`src/press_fault_map.svh`:
```
// Constants for the press fault manager
// Functional notes
// - Any detected problem stops the press and puts a fault on the display; the code shows a stop time over limit on the readout only, with no fault code.
// - Faults show as a class letter followed by a two-digit number.
// - Class E faults stay latched until power is cycled; clear is ignored.
// - Class F faults come from the main processor; clear button removes them.
// - Class H faults come from the second processor; cleared like class F.
// - A fitted remote reset clears F and H faults like the clear button.
// - Lockout faults show a lockout message until selector goes OFF then elsewhere.
// - Brake warning flashes when stopping time is within 10 ms of limit.
// - Brake warning stays on until power is cycled.
// - Stopping time over limit flashes that time and inhibits the press.
// - Running again with the condition persisting stops the next stroke again.
// - Stop-time fault clears by button, then lockout message and selector sequence.
// - Resolver fault when speed exceeds 1000 SPM or resolver/wiring fails.
// - Faulty resolver wiring raises F04; a defective resolver raises F05.
// - Zeroing outside 330 through top to 30 degrees raises E07.
// - Main motor switched off raises F10.
// - Motor-off fault is suppressed while two-hand inch mode is selected.
// - Resolver motion with valve relays open and valve off raises lockout F11.
// - E-stop pressed or circuit open after stroke start raises F13.
// - Pre-activation input opening after stroke start raises F14.
`ifndef PRESS_FAULT_MAP_SVH
`define PRESS_FAULT_MAP_SVH

`define CLOCK_KHZ 250000
`define FLASH_HALF_MS 250
`define FLASH_HALF_CYCLES (`FLASH_HALF_MS * `CLOCK_KHZ)

`define NUM_OVERSPEED 7'h03
`define NUM_WIRING 7'h04
`define NUM_RESOLVER 7'h05
`define NUM_ZERO 7'h07
`define NUM_MOTOR 7'h0A
`define NUM_DRIFT 7'h0B
`define NUM_ESTOP 7'h0D
`define NUM_PRIOR 7'h0E

`define SPEED_LIMIT_SPM 11'h3E8
`define ZERO_LOW_DEG 9'h14A
`define ZERO_HIGH_DEG 9'h01E
`define BRAKE_MARGIN_MS 12'h00A

`define CHAR_E 8'h45
`define CHAR_F 8'h46
`define CHAR_H 8'h48
`define CHAR_BLANK 8'h20

`define SYNC_WIDTH 11
`define SYN_CLEAR 0
`define SYN_REMOTE 1
`define SYN_SEL_OFF 2
`define SYN_MOTOR 3
`define SYN_INCH 4
`define SYN_ESTOP 5
`define SYN_PRIOR 6
`define SYN_RELAYS 7
`define SYN_VALVE 8
`define SYN_WIRING 9
`define SYN_RESOLVER 10

`endif

```
`src/press_fault_pkg.sv`:
```
// Types shared by the press fault manager
package press_fault_pkg;

	typedef enum logic [1:0] {
		CLASS_NONE = 2'b00,
		CLASS_E = 2'b01,
		CLASS_F = 2'b10,
		CLASS_H = 2'b11
	} fault_class_t;

	typedef enum logic [1:0] {
		LOCK_IDLE = 2'b00,
		LOCK_WAIT_OFF = 2'b01,
		LOCK_WAIT_SEL = 2'b10
	} lock_state_t;

endpackage

```
`src/pin_sync.sv`:
```
// Two-stage synchroniser for asynchronous pin inputs
`timescale 1ns/1ps
`default_nettype none
module pin_sync #(
	parameter int WIDTH = 1
) (
	input wire logic clock, // System clock
	input wire logic reset_n, // Asynchronous reset, active low
	input wire logic [WIDTH-1:0] pin_in, // Raw pin levels
	output logic [WIDTH-1:0] pin_out // Synchronised levels
);

	logic [WIDTH-1:0] first_reg;

	generate
		if (WIDTH < 1) begin : g_bad
			$error("pin_sync WIDTH must be at least 1");
		end
	endgenerate

	always_ff @(posedge clock or negedge reset_n) begin
		if (!reset_n) begin
			first_reg <= '0;
			pin_out <= '0;
		end else begin
			first_reg <= pin_in;
			pin_out <= first_reg;
		end
	end

endmodule
`default_nettype wire

```
`src/press_fault_manager.sv`:
```
// Fault supervision, latching and clearing for the press clutch/brake control
`timescale 1ns/1ps
`default_nettype none
`include "press_fault_map.svh"
module press_fault_manager
	import press_fault_pkg::*;
#(
	parameter int FLASH_HALF_CYCLES = `FLASH_HALF_CYCLES,
	parameter int TIME_WIDTH = 12
) (
	input wire logic clock, // 250 MHz system clock
	input wire logic reset_n, // Power-up reset, active low
	input wire logic clear_button, // Display clear button pin, high when pressed
	input wire logic remote_reset, // Remote reset switch pin, high when active
	input wire logic remote_reset_fitted, // Strap: remote reset switch installed
	input wire logic selector_off, // Stroke selector pin, high when at OFF
	input wire logic motor_on, // Main motor running pin
	input wire logic two_hand_inch, // Two-hand inch mode selected pin
	input wire logic estop_closed, // Emergency-stop circuit closed pin
	input wire logic prior_act_closed, // Pre-activation input closed pin
	input wire logic valve_relays_closed, // Dual safety valve output relays closed pin
	input wire logic dual_safety_valve_on, // Dual safety valve energised pin
	input wire logic resolver_wiring_ok, // Resolver wiring check pin
	input wire logic resolver_ok, // Resolver health pin
	input wire logic stroke_active, // Stroke initiated and in progress
	input wire logic [8:0] resolver_angle, // Crank angle in degrees
	input wire logic [10:0] press_speed_spm, // Measured press speed
	input wire logic zero_set, // Pulse: resolver zero position stored
	input wire logic [8:0] zero_angle, // Angle at which zero was stored
	input wire logic stop_time_valid, // Pulse: stopping time measured
	input wire logic [TIME_WIDTH-1:0] stop_time_ms, // Measured stopping time
	input wire logic [TIME_WIDTH-1:0] stop_limit_ms, // Configured stop-time limit
	input wire logic second_fault_req, // Pulse: second processor reports a fault
	input wire logic [6:0] second_fault_num, // Fault number from second processor
	input wire logic second_fault_lockout, // Reported fault is a lockout fault
	output logic press_stop, // Stop command to the press
	output logic fault_shown, // A fault code is on the display
	output logic [7:0] fault_letter, // Class letter as ASCII
	output logic [3:0] fault_tens, // Fault number tens digit
	output logic [3:0] fault_ones, // Fault number ones digit
	output logic lockout_msg, // Lockout message on the display
	output logic brake_warning_led, // Brake warning lamp drive
	output logic readout_flash, // Stopping time flashing on readout
	output logic [TIME_WIDTH-1:0] readout_time // Stopping time shown on readout
);

	generate
		if (FLASH_HALF_CYCLES < 1) begin : g_bad_flash
			$error("FLASH_HALF_CYCLES must be at least 1");
		end
		if (TIME_WIDTH < 5) begin : g_bad_time
			$error("TIME_WIDTH must hold the brake margin");
		end
	endgenerate

	function automatic logic [3:0] tens_of(input logic [6:0] num);
		logic [6:0] t;
		t = num / 7'h0A;
		return t[3:0];
	endfunction

	function automatic logic [3:0] ones_of(input logic [6:0] num);
		logic [6:0] o;
		o = num % 7'h0A;
		return o[3:0];
	endfunction

	function automatic logic [7:0] letter_of(input fault_class_t cls);
		case (cls)
			CLASS_E: return `CHAR_E;
			CLASS_F: return `CHAR_F;
			CLASS_H: return `CHAR_H;
			default: return `CHAR_BLANK;
		endcase
	endfunction

	logic [`SYNC_WIDTH-1:0] raw_pins;
	logic [`SYNC_WIDTH-1:0] pins;
	logic clear_prev_reg;
	logic remote_prev_reg;
	logic fitted_meta_reg;
	logic fitted_reg;
	logic clear_req;
	logic [8:0] angle_prev_reg;
	logic angle_seen_reg;

	assign raw_pins = {resolver_ok, resolver_wiring_ok, dual_safety_valve_on, valve_relays_closed,
		prior_act_closed, estop_closed, two_hand_inch, motor_on, selector_off, remote_reset,
		clear_button};

	pin_sync #(
		.WIDTH(`SYNC_WIDTH)
	) u_sync (
		.clock(clock),
		.reset_n(reset_n),
		.pin_in(raw_pins),
		.pin_out(pins)
	);

	// Strap for remote reset is a pin, so it passes two flip-flops as well
	always_ff @(posedge clock or negedge reset_n) begin
		if (!reset_n) begin
			fitted_meta_reg <= 1'b0;
			fitted_reg <= 1'b0;
		end else begin
			fitted_meta_reg <= remote_reset_fitted;
			fitted_reg <= fitted_meta_reg;
		end
	end

	// Pin detections wait until the synchroniser holds real pin levels
	logic [1:0] warm_reg;
	logic pins_ready;

	always_ff @(posedge clock or negedge reset_n) begin
		if (!reset_n) begin
			warm_reg <= 2'b00;
		end else begin
			warm_reg <= {warm_reg[0], 1'b1};
		end
	end

	assign pins_ready = warm_reg[1];

	// Edge detect on synchronised clear sources
	always_ff @(posedge clock or negedge reset_n) begin
		if (!reset_n) begin
			clear_prev_reg <= 1'b0;
			remote_prev_reg <= 1'b0;
		end else begin
			clear_prev_reg <= pins[`SYN_CLEAR];
			remote_prev_reg <= pins[`SYN_REMOTE];
		end
	end

	assign clear_req = (pins[`SYN_CLEAR] && !clear_prev_reg) ||
		(fitted_reg && pins[`SYN_REMOTE] && !remote_prev_reg);

	// Previous angle for motion detection
	always_ff @(posedge clock or negedge reset_n) begin
		if (!reset_n) begin
			angle_prev_reg <= 9'h000;
			angle_seen_reg <= 1'b0;
		end else begin
			angle_prev_reg <= resolver_angle;
			angle_seen_reg <= 1'b1;
		end
	end

	// Detection, highest priority first
	logic det_valid;
	logic [6:0] det_num;
	fault_class_t det_class;
	logic det_lockout;
	logic zero_bad;
	logic drifted;

	assign zero_bad = zero_set && (zero_angle > `ZERO_HIGH_DEG) &&
		(zero_angle < `ZERO_LOW_DEG);
	assign drifted = pins_ready && angle_seen_reg && (resolver_angle != angle_prev_reg) &&
		!pins[`SYN_RELAYS] && !pins[`SYN_VALVE];

	always_comb begin
		det_valid = 1'b1;
		det_num = 7'h00;
		det_class = CLASS_F;
		det_lockout = 1'b0;
		if (zero_bad) begin
			det_num = `NUM_ZERO;
			det_class = CLASS_E;
		end else if (drifted) begin
			det_num = `NUM_DRIFT;
			det_lockout = 1'b1;
		end else if (pins_ready && stroke_active && !pins[`SYN_ESTOP]) begin
			det_num = `NUM_ESTOP;
		end else if (pins_ready && stroke_active && !pins[`SYN_PRIOR]) begin
			det_num = `NUM_PRIOR;
		end else if (press_speed_spm > `SPEED_LIMIT_SPM) begin
			det_num = `NUM_OVERSPEED;
		end else if (pins_ready && !pins[`SYN_WIRING]) begin
			det_num = `NUM_WIRING;
		end else if (pins_ready && !pins[`SYN_RESOLVER]) begin
			det_num = `NUM_RESOLVER;
		end else if (pins_ready && !pins[`SYN_MOTOR] && !pins[`SYN_INCH]) begin
			det_num = `NUM_MOTOR;
		end else if (second_fault_req) begin
			det_num = second_fault_num;
			det_class = CLASS_H;
			det_lockout = second_fault_lockout;
		end else begin
			det_valid = 1'b0;
		end
	end

	// Latched fault
	fault_class_t class_reg;
	logic [6:0] num_reg;
	logic lockout_pending_reg;
	logic clear_ok;
	logic take_new;

	assign clear_ok = clear_req && (class_reg == CLASS_F || class_reg == CLASS_H);
	// A new detection in the clearing cycle wins over the clear
	assign take_new = det_valid && (class_reg == CLASS_NONE || clear_ok ||
		(det_class == CLASS_E && class_reg != CLASS_E));

	always_ff @(posedge clock or negedge reset_n) begin
		if (!reset_n) begin
			class_reg <= CLASS_NONE;
			num_reg <= 7'h00;
			lockout_pending_reg <= 1'b0;
		end else if (take_new) begin
			class_reg <= det_class;
			num_reg <= det_num;
			lockout_pending_reg <= det_lockout;
		end else if (clear_ok) begin
			class_reg <= CLASS_NONE;
			num_reg <= 7'h00;
			lockout_pending_reg <= 1'b0;
		end
	end

	// Display of the latched fault code
	always_ff @(posedge clock or negedge reset_n) begin
		if (!reset_n) begin
			fault_shown <= 1'b0;
			fault_letter <= `CHAR_BLANK;
			fault_tens <= 4'h0;
			fault_ones <= 4'h0;
		end else if (take_new) begin
			fault_shown <= 1'b1;
			fault_letter <= letter_of(det_class);
			fault_tens <= tens_of(det_num);
			fault_ones <= ones_of(det_num);
		end else if (clear_ok) begin
			fault_shown <= 1'b0;
			fault_letter <= `CHAR_BLANK;
			fault_tens <= 4'h0;
			fault_ones <= 4'h0;
		end
	end

	// Stop-time supervision
	logic stop_exceed_reg;
	logic brake_warn_reg;
	logic time_over;
	logic time_near;
	logic stop_clear;
	logic [TIME_WIDTH:0] time_plus_margin;

	assign time_over = stop_time_valid && (stop_time_ms > stop_limit_ms);
	assign time_plus_margin = {1'b0, stop_time_ms} + (TIME_WIDTH+1)'(`BRAKE_MARGIN_MS);
	assign time_near = stop_time_valid && (time_plus_margin >= {1'b0, stop_limit_ms});
	assign stop_clear = clear_req && stop_exceed_reg && !time_over;

	always_ff @(posedge clock or negedge reset_n) begin
		if (!reset_n) begin
			stop_exceed_reg <= 1'b0;
			readout_time <= '0;
		end else if (time_over) begin
			stop_exceed_reg <= 1'b1;
			readout_time <= stop_time_ms;
		end else if (stop_clear) begin
			stop_exceed_reg <= 1'b0;
		end
	end

	// Warning is only removed by power-up reset
	always_ff @(posedge clock or negedge reset_n) begin
		if (!reset_n) begin
			brake_warn_reg <= 1'b0;
		end else if (time_near) begin
			brake_warn_reg <= 1'b1;
		end
	end

	// Lockout message sequence
	lock_state_t lock_state_reg;
	logic lock_enter;

	assign lock_enter = (clear_ok && lockout_pending_reg) || stop_clear;

	always_ff @(posedge clock or negedge reset_n) begin
		if (!reset_n) begin
			lock_state_reg <= LOCK_IDLE;
		end else if (lock_enter) begin
			lock_state_reg <= LOCK_WAIT_OFF;
		end else begin
			case (lock_state_reg)
				LOCK_IDLE: lock_state_reg <= LOCK_IDLE;
				LOCK_WAIT_OFF: begin
					if (pins[`SYN_SEL_OFF]) begin
						lock_state_reg <= LOCK_WAIT_SEL;
					end
				end
				LOCK_WAIT_SEL: begin
					if (!pins[`SYN_SEL_OFF]) begin
						lock_state_reg <= LOCK_IDLE;
					end
				end
				default: lock_state_reg <= LOCK_IDLE;
			endcase
		end
	end

	// Flash timing shared by brake lamp and readout
	logic [31:0] flash_cnt_reg;
	logic flash_phase_reg;

	always_ff @(posedge clock or negedge reset_n) begin
		if (!reset_n) begin
			flash_cnt_reg <= 32'h0000_0000;
			flash_phase_reg <= 1'b0;
		end else if (flash_cnt_reg >= 32'(FLASH_HALF_CYCLES - 1)) begin
			flash_cnt_reg <= 32'h0000_0000;
			flash_phase_reg <= !flash_phase_reg;
		end else begin
			flash_cnt_reg <= flash_cnt_reg + 32'h0000_0001;
		end
	end

	// Registered indications and the stop command
	logic stop_next;
	logic lock_next;

	assign lock_next = lock_enter || (lock_state_reg == LOCK_WAIT_OFF) ||
		(lock_state_reg == LOCK_WAIT_SEL && pins[`SYN_SEL_OFF]);
	assign stop_next = take_new || (class_reg != CLASS_NONE && !clear_ok) || time_over ||
		(stop_exceed_reg && !stop_clear) || lock_next;

	always_ff @(posedge clock or negedge reset_n) begin
		if (!reset_n) begin
			press_stop <= 1'b0;
			lockout_msg <= 1'b0;
			brake_warning_led <= 1'b0;
			readout_flash <= 1'b0;
		end else begin
			press_stop <= stop_next;
			lockout_msg <= lock_next;
			brake_warning_led <= brake_warn_reg && flash_phase_reg;
			readout_flash <= stop_exceed_reg && flash_phase_reg;
		end
	end

endmodule
`default_nettype wire

```
`config.mk`:
```
export PLATFORM = sky130hd
export DESIGN_NAME = press_fault_manager
export DESIGN_NICKNAME = d
export VERILOG_FILES = /design/src/press_fault_pkg.sv /design/src/pin_sync.sv /design/src/press_fault_manager.sv
export VERILOG_INCLUDE_DIRS = /design/src
export SDC_FILE = /design/constraint.sdc
export NUM_CORES = 1
export LEC_CHECK = 0
export BUFFER_PORTS_ARGS = -buffer_cell sky130_fd_sc_hd__buf_2
export CAP_MARGIN = 20
export CORE_MARGIN = 2
export CORE_UTILIZATION = 50
export DETAILED_ROUTE_END_ITERATION = 7
export GPL_ROUTABILITY_DRIVEN = 0
export PLACE_DENSITY = 0.8
export RECOVER_POWER = 100
export SLEW_MARGIN = 20
export SYNTH_ARGS = -nofsm -noshare
export SYNTH_HDL_FRONTEND = slang
export SYNTH_SLANG_ARGS = --single-unit
```
`constraint.sdc`:
```
create_clock -name clock -period 3.25 [get_ports clock]
set_input_delay 0.325 -clock clock [delete_from_list [all_inputs] [get_ports clock]]
set_output_delay 0.325 -clock clock [all_outputs]
set_load 0.03 [all_outputs]
```
==> flow_metrics.tcl, run 1 <==
set metrics [dict create \
    synth-seq-cells 108 \
    cp.required_ns 3.49 \
    die_h_um 107.3 \
    hold_class "in2reg" \
    io_buffers 109 \
    clkSinkCount 108 \
    clk_pin_slew_worst_paths_ns 0.10 \
    rsz0062_at_grt "true" \
    die_w_um 107.3 \
    cts_buffer_depth 2 \
    drive_above_1_share 0.2171 \
    largest_reg_flops 32 \
    htree_levels 3 \
    ys_seq_area_frac 0.5070 \
    avgSynthCellArea_sq_um 10.33 \
    worstSetupPathType "reg2reg" \
    holdWs_ns 0.05899 \
    slew_violations 66 \
    cp-start-kind "flop" \
    synthCells 516 \
    cts-root-buf "clkbuf_8" \
    area_delta_synth_final_pct 20.11 \
    final_antenna_net_count 0 \
    grt_usage 0.1969 \
    leakage_nw 2.958 \
    clock_latency_ns 0.37 \
    finClkSkew_ns 0.01148 \
    ys_dominant_reg_cell "dfrtp_1" \
    io_pins 112 \
    dr.first_iter.drc_count 288 \
    timing.final.ws_setup_ns -0.009845 \
    finalSetupTns_ns -0.009845 \
    final_cell_area_sq_um 6405 \
    fmax_ghz 0.3068 \
    failed_checks "max-capacitance violations, max-slew violations, negative setup slack" \
    worstSetupEndpointType "flop" \
    powerDensity_nw_per_um2 547.9 \
    core-area_sq_um 10320 \
    irDropWorstVdd_uv 358.6 \
    num_rows 37 \
    layout_min_cycle_time_ns 3.260 \
    grt_pass1_wl_mm 18.24 \
    final_common_cell "dfrtp_1" \
    mostFrequentLayoutCells "107 x dfrtp_1, 67 x buf_2, 51 x nor2_1" \
    fill_cells 871 \
    synth_edf_count 0 \
    start_util 0.5165 \
    slew_headroom -0.02510 \
    finalHoldViolCount 0 \
    grt_overflow_total 0 \
    numCtsBuffers 9 \
    antenna_cells 0 \
    drv_cap 1 \
    nets 754 \
    syn-cell-area_sq_um 5333 \
    dpl.hpwl_mm 8.547 \
    grt_pass1_vias 4248 \
    tightestPinTransition_ns 1.538 \
    first_pass_iters 4 \
    drc_errors 0 \
    placed_area_sq_um 6177 \
    yosysUniqueCellTypes 64 \
    yosysWarnings 0 \
    status "finished with violations" \
    antenna_found_initial 0 \
    dpl_worst_slack_ns -0.04745 \
    min_period_over_period 1.003 \
    grt_max_degree 66 \
    cts_tree "built" \
    via_count 4270 \
    synth-async-reset-ratio 1.000 \
    die-area_sq_um 11510 \
    routed_wl_mm 11.26 \
    cp_max_fo 4 \
    viasPerCell 5.405 \
    wl_per_cell_um 14.25 \
    crit_arrival_ns 3.50 \
    setup_viol 1 \
    holdBufCountCts 0 \
]
metrics by stage:
stage	power [mW]	std cells	utilization
after floorplan	2.311	523	-
after global placement	2.605	770	0.5984
after detailed placement	2.649	770	0.5984
after CTS	3.572	788	0.6254
after global routing	3.700	790	0.6204
final	3.509	790	0.6204
metal layers:
metal	part of all wire	vias up	global-route usage
li1	-	2068	-
met1	0.43	2064	0.2456
met2	0.50	116	0.3431
met3	0.055	22	0.04298
met4	0.015	0	0.05844
met5	0	-	0
power by group:
group          total, mW  internal (mW)  switching (mW)
clock network      0.919          0.449           0.470
registers           1.62           1.52          0.0933
logic              0.972          0.320           0.652
total               3.51           2.29            1.22
logic make-up after synthesis:
| group | share of synthesized area |
|---|---|
| simple gates | 0.1631 |
| flops | 0.5070 |
| compound gates | 0.1366 |
| xor+xnor | 0.07062 |
| buf+inv | 0.03121 |
| fa+ha+maj | 0.06288 |
| mux | 0.02722 |
| other cells | 0.001408 |
critical path, stage by stage, from the launching register on:
cell       delay (ns)
dfrtp_1          0.37
or3b_4           0.40
a21o_4           0.23
nor4bb_4         0.17
o2bb2ai_1        0.14
a221oi_2         0.33
a21oi_2          0.12
a21o_1           0.19
a21oi_2          0.12
ha_2             0.20
o41ai_2          0.08
and3_1           0.19
o31ai_2          0.21
nand3b_1         0.15
nand2b_1         0.12
a41oi_2          0.11
synth_stat cells, types with 3 or more instances:
master | count | area share
o31ai_1 | 7 | 0.0099
o21a_1 | 3 | 0.0042
and3_1 | 5 | 0.0059
xnor2_1 | 23 | 0.038
dfrtp_1 | 107 | 0.50
nor2_1 | 51 | 0.036
a21o_1 | 17 | 0.024
mux2_2 | 12 | 0.025
a31oi_1 | 3 | 0.0035
and2_1 | 6 | 0.0070
clkbuf_1 | 7 | 0.0049
nor3_1 | 11 | 0.010
xor2_1 | 20 | 0.033
nand4b_1 | 3 | 0.0049
nand2_1 | 37 | 0.026
nand3_1 | 26 | 0.024
nand2b_1 | 8 | 0.0094
ha_1 | 26 | 0.061
o21ai_0 | 20 | 0.019
buf_2 | 4 | 0.0038
a21oi_1 | 23 | 0.022
inv_1 | 26 | 0.018
nand4_1 | 11 | 0.013
or2_2 | 6 | 0.0070
layout make-up:
cell class / instances / area [sq um] / share of cell area
clock buffers: 9 / 123.9 / 0.01934
clock inverters: 7 / 105.1 / 0.01641
repair buffers: 130 / 635.6 / 0.09924
multi-input cells: 374 / 2569 / 0.4011
inverters: 26 / 97.59 / 0.01524
flip-flops and latches: 108 / 2704 / 0.4222
well taps: 136 / 170.2 / 0.02657
timing repair:
item / CTS / global route
resized for setup: 6 / 4
endpoints found under the hold margin: 0 / 0
cloned: 0 / 0
pin swaps: 10 / 3
setup endpoints to repair: 3 / 3
setup buffers: 2 / 2
path summary, 6_finish.rpt:
check / from / end / slack, ns / cells after the start
max: u_sync.pin_out[4] / fault_ones[2] / -0.01 / 15
min: estop_closed / u_sync.first_reg[5] / 0.06 / 1
max reg2reg: u_sync.pin_out[4] / fault_ones[2] / -0.01 / 15
min reg2reg: u_sync.first_reg[0] / u_sync.pin_out[0] / 0.36 / 0
max in group asynchronous: reset_n / fault_letter[1] / 1.16 / 2
min in group asynchronous: reset_n / fault_tens[1] / 0.33 / 1
(Power assumes the default switching activity.)
==> run 2, diff against run 1 <==
CORE_UTILIZATION = 55   (was 50)
PLACE_DENSITY = 0.83   (was 0.8)
clock period = 3.1 ns   (was 3.25 ns; I/O delays follow)
==> run 2 against run 1 <==
Effect of this change: the run ends with negative setup slack left; clock power up 4.2%; fmax down 1.9%; via count up 3.0%; highest routed layer unchanged; power up 5.9%; design area up 2.7%; sequential share of layout area down 1.1 points; clock skew down 0.0035 ns; critical path type unchanged; worst setup slack worse by 0.21 ns.
==> flow_metrics.tcl, run 2 (same netlist as run 1, synthesis figures left out) <==
set metrics [dict create \
    status "finished with violations" \
    failed_checks "negative setup slack" \
    cp_slowest_cell "or3b_4" \
    final_common_cell "dfrtp_1" \
    die_h_um 102.5 \
    grt_pass1_vias 4221 \
    clkPwrFrac 0.258 \
    layout_min_cycle_time_ns 3.324 \
    p_int_mw 2.447 \
    hold_class "in2reg" \
    wl_per_cell_um 14.75 \
    grt_max_degree 56 \
    core-area_sq_um 9328 \
    multi_input_area_sq_um 2654 \
    htree_levels 3 \
    slew_headroom 0.1439 \
    worstSetupEndpointType "flop" \
    viasPerCell 5.537 \
    cp-start-kind "flop" \
    num_rows 35 \
    grt_overflow_total 0 \
    rsz0062_at_grt "true" \
    nets 765 \
    rrSetupSlack_ns -0.22 \
    mostFrequentLayoutCells "107 x dfrtp_1, 67 x buf_2, 50 x nor2_1" \
    path_delay_family "compound AO/OA/AOI/OAI gates" \
    fin_util 0.7054 \
    dr.first_iter.drc_count 197 \
    finalHoldViolCount 0 \
    cts-root-buf "clkbuf_8" \
    die_w_um 102.5 \
    largest_reg_flops 32 \
    tightestPinTransition_ns 1.284 \
    fill_cells 690 \
    final_antenna_net_count 0 \
    finClkSkew_ns 0.007945 \
    slew_violations 0 \
    worstPathCellList "or3b_4, a21o_4, nor4bb_4, o2bb2ai_2, a221oi_4, a21oi_4, a21o_1, a21oi_2, ha_2, o41ai_2, nand2_1, nor2_1, o31ai_2, nand3b_1, xor2_1, o21ai_1" \
    drive_above_1_share 0.2391 \
    p_switching_mw 1.269 \
    p_seq_frac 0.456 \
    clk_pin_slew_worst_paths_ns 0.10 \
    grt_usage 0.2226 \
    powerDensity_nw_per_um2 564.8 \
    holdPathStages 1 \
    switching_share 0.3414 \
    timing.final.ws_setup_ns -0.2237 \
    seq_area_sq_um 2704 \
    min_period_over_period 1.072 \
    crit_arrival_ns 3.63 \
    irDropWorstVdd_uv 344.0 \
    drv_cap 0 \
    area_delta_synth_final_pct 23.39 \
    numCtsBuffers 9 \
    clock_latency_ns 0.37 \
    comb_power_share 0.286 \
    start_util 0.5717 \
    first_pass_iters 5 \
    drc_errors 0 \
    cp.required_ns 3.41 \
    fmax_ghz 0.3009 \
    leakage_nw 3.041 \
    cts_tree "built" \
    die-area_sq_um 10500 \
    finalSetupTns_ns -0.5535 \
    io_pins 112 \
    via_count 4396 \
    antenna_found_initial 0 \
    worst-path-stages 16 \
    clkSinkCount 108 \
    dpl.hpwl_mm 8.228 \
    antenna_cells 0 \
    path_buf_inv 0 \
    grt_pass1_wl_mm 18.46 \
    reg2reg_depth 16 \
    max_stage_delay_ns 0.41 \
    setup_viol 3 \
    cp_max_fo 4 \
    routed_wl_mm 11.71 \
    cts_buffer_depth 2 \
    worstSetupPathType "reg2reg" \
    io_buffers 109 \
]
## run 2: cell types whose count changed in the layout (fill, tap and decap cells not counted), sizes merged
| cell | change |
|---|---|
| inv | -3 |
| dlygate4sd3 | +1 |
| clkinv | +2 |
| clkbuf | -2 |
| buf | +13 |
## run 2: worst paths after layout
kind / to / from
setup / recovery: fault_ones[1] / u_sync.pin_out[3]
hold / removal: u_sync.first_reg[6] / prior_act_closed
setup reg to reg: fault_ones[1] / u_sync.pin_out[3]
hold reg to reg: u_sync.pin_out[0] / u_sync.first_reg[0]
max in group asynchronous: lockout_msg / reset_n
min in group asynchronous: u_sync.first_reg[4] / reset_n
## run 2: area by class of cell
| cell class | count | area share |
|---|---|---|
| sequential | 108 | 0.4109 |
| multi-input combinational | 374 | 0.4033 |
| timing repair buffer | 141 | 0.1110 |
| tap | 129 | 0.02453 |
| clock buffer | 10 | 0.02092 |
| inverter | 26 | 0.01483 |
| clock inverter | 6 | 0.01445 |
## run 2: power by group through the flow
| stage | registers [mW] | clock network [mW] | logic (mW) |
|---|---|---|---|
| 5_1_grt | 1.72 | 1.03 | 1.17 |
| 6_report | 1.69 | 0.958 | 1.06 |
| 3_5_place_dp | 1.72 | 0 | 1.05 |
| 4_1_cts | 1.69 | 0.979 | 1.08 |
| 2_1_floorplan | 1.98 | 0 | 0.449 |
| 3_3_place_gp | 1.71 | 0 | 1.02 |
## run 2: what timing repair did
action | 4_1_cts | 5_1_grt
endpoints found under the setup margin | 3 | 5
hold endpoints to repair | 46 | 0
hold buffers | 1 | 0
pin swaps | 14 | 17
gates resized for setup | 7 | 16
buffers inserted | 10 | 3
## run 2: metal layers
| metal | vias up | wire (um) | GRT usage |
|---|---|---|---|
| met1 | 2134 | 4953 | 0.2827 |
| li1 | 2089 | - | - |
| met5 | - | 0 | 0 |
| met2 | 140 | 5949 | 0.3806 |
| met4 | 0 | 271 | 0.09128 |
| met3 | 33 | 534 | 0.03625 |
## run 2: through the flow
step / cells / worst slack [ns] / power, mW / area, sq um / hold slack, ns
after floorplan: 523 / -0.1043 / 2.425 / 5395 / 0.01441
after global placement: 765 / 0.02209 / 2.732 / 6191 / 0.3333
after detailed placement: 765 / -0.1455 / 2.771 / 6191 / 0.3347
after CTS: 792 / -0.08760 / 3.749 / 6545 / 0.02717
after global routing: 794 / -0.4076 / 3.922 / 6580 / 0.02357
final: 794 / -0.2237 / 3.716 / 6580 / 0.04188
==> run 3, diff against run 2 <==
RECOVER_POWER = unset   (was 100)
==> run 3 against run 2 <==
Effect of this change: fmax decreased by 0.14%; design area increased by 1.1%; sequential share of layout area decreased by 0.45 points; utilization increased by 0.78 points; critical path depth decreased by 1; final cell count unchanged; routed wire length decreased by 0.33%; global-route usage unchanged; sequential cell count unchanged; the flow still finishes with violations (negative setup slack); hold slack got worse by 0.0027 ns; count of clock-buffer cells in the layout unchanged.
==> flow_metrics.tcl, run 3 (same netlist as run 1, synthesis figures left out) <==
set metrics [dict create \
    crit_arrival_ns 3.64 \
    cp_max_fo 4 \
    drc_errors 0 \
    clock_latency_ns 0.37 \
    path_delay_family "compound AO/OA/AOI/OAI gates" \
    drive_above_1_share 0.3023 \
    rsz0062_at_grt "true" \
    finalSetupTns_ns -0.5687 \
    irDropWorstVdd_uv 348.0 \
    wl_per_cell_um 14.70 \
    final_common_cell "buf_2" \
    cts-root-buf "clkbuf_8" \
    grt_max_degree 56 \
    dr.first_iter.drc_count 183 \
    routed_wl_mm 11.67 \
    cp.required_ns 3.41 \
    nets 765 \
    grt_pass1_vias 4221 \
    final_antenna_net_count 0 \
    drv_cap 0 \
    viasPerCell 5.531 \
    dpl_worst_slack_ns -0.1455 \
    leakage_nw 3.173 \
    core-area_sq_um 9328 \
    io_buffers 109 \
    fmax_ghz 0.3005 \
    clkSinkCount 108 \
    worstSetupPathType "reg2reg" \
    worstSetupEndpointType "flop" \
    min_period_over_period 1.074 \
    failed_checks "negative setup slack" \
    cts_tree "built" \
    max_stage_delay_ns 0.41 \
    total_power_mw 3.758 \
    fin_util 0.7132 \
    die-area_sq_um 10500 \
    largest_reg_flops 32 \
    die_h_um 102.5 \
    powerDensity_nw_per_um2 564.8 \
    antenna_cells 0 \
    io_pins 112 \
    slew_headroom 0.5485 \
    setup_viol 3 \
    dpl.hpwl_mm 8.228 \
    layout_min_cycle_time_ns 3.328 \
    grt_overflow_total 0 \
    antenna_found_initial 0 \
    start_util 0.5717 \
    htree_levels 3 \
    worstPathCellList "or3b_4, a21o_4, nor4bb_4, o2bb2ai_2, a221oi_4, a21oi_4, a21o_1, a21oi_2, ha_2, o41ai_2, and3_1, o31ai_2, nand3b_1, xor2_1, o21ai_1" \
    mostFrequentLayoutCells "108 x buf_2, 107 x dfrtp_1, 50 x nor2_1" \
    clk_pin_slew_worst_paths_ns 0.10 \
    layoutNonFillerInstCount 794 \
    placed_cells 765 \
    crit_start "u_sync.pin_out[3]" \
    status "finished with violations" \
    finalHoldViolCount 0 \
    slew_violations 0 \
    timing.final.ws_setup_ns -0.2283 \
    crit-reg2reg-launch "u_sync.pin_out[3]" \
    via_count 4392 \
    finClkSkew_ns 0.007882 \
    cp-start-kind "flop" \
    numCtsBuffers 9 \
    fill_cells 658 \
    cts_buffer_depth 2 \
    cp_slowest_cell "or3b_4" \
    first_pass_iters 5 \
    grt_pass1_wl_mm 18.46 \
    num_rows 35 \
    tightestPinTransition_ns 0.6772 \
    die_w_um 102.5 \
    path_buf_inv 0 \
    hold_class "in2reg" \
    min_from "prior_act_closed" \
    area_delta_synth_final_pct 24.75 \
    grt_usage 0.2226 \
]
==> run 3: cell count changes in the layout (fill, tap and decap cells not counted), sizes merged <==
cell / previous run / this run
clkbuf: 54 / 10
buf: 96 / 140
==> run 3: layer usage <==
metal	wire [um]	part of all wire	GRT usage
met5	0	0	0
met3	523	0.045	0.03625
met1	4949	0.42	0.2827
met4	267	0.023	0.09128
met2	5930	0.51	0.3806
==> run 3: per-stage QoR <==
step,hold slack (ns),instance area (sq um)
5_1_grt,0.02357,6653
3_5_place_dp,0.3347,6191
4_1_cts,0.02717,6545
3_3_place_gp,0.3333,6191
6_report,0.03921,6653
2_1_floorplan,0.01441,5395
==> run 3: area by class of cell <==
type	count	area, sq um	area share
inverters	26	97.59	0.01467
clock inverters	6	95.09	0.01429
clock buffers	10	137.6	0.02069
flip-flops and latches	108	2704	0.4064
repair buffers	141	803.3	0.1207
well taps	129	161.4	0.02426
multi-input cells	374	2654	0.3989
==> run 3: worst paths after layout <==
| kind | endpoint | slack, ns | cells past startpoint |
|---|---|---|---|
| worst max-delay path | fault_ones[1] | -0.23 | 15 |
| worst min-delay path | u_sync.first_reg[6] | 0.04 | 1 |
| worst max register to register | fault_ones[1] | -0.23 | 15 |
| worst min register to register | u_sync.pin_out[0] | 0.35 | 0 |
| max in group asynchronous | fault_letter[5] | 1.82 | 3 |
| min in group asynchronous | u_sync.first_reg[4] | 0.51 | 2 |
==> run 3: timing repair <==
action,CTS,global route
resized for setup,7,16
setup endpoints to repair,3,5
hold buffers,1,0
buffers inserted,10,3
pin swaps,14,17
endpoints found under the hold margin,46,0
==> run 3: power breakdown <==
| group | leakage, nW | total [mW] | internal, mW | switching (mW) |
|---|---|---|---|---|
| clock | 0.117 | 0.961 | 0.484 | 0.477 |
| sequential | 1.33 | 1.69 | 1.60 | 0.0914 |
| combinational | 1.73 | 1.11 | 0.409 | 0.699 |
| total | 3.17 | 3.76 | 2.49 | 1.27 |
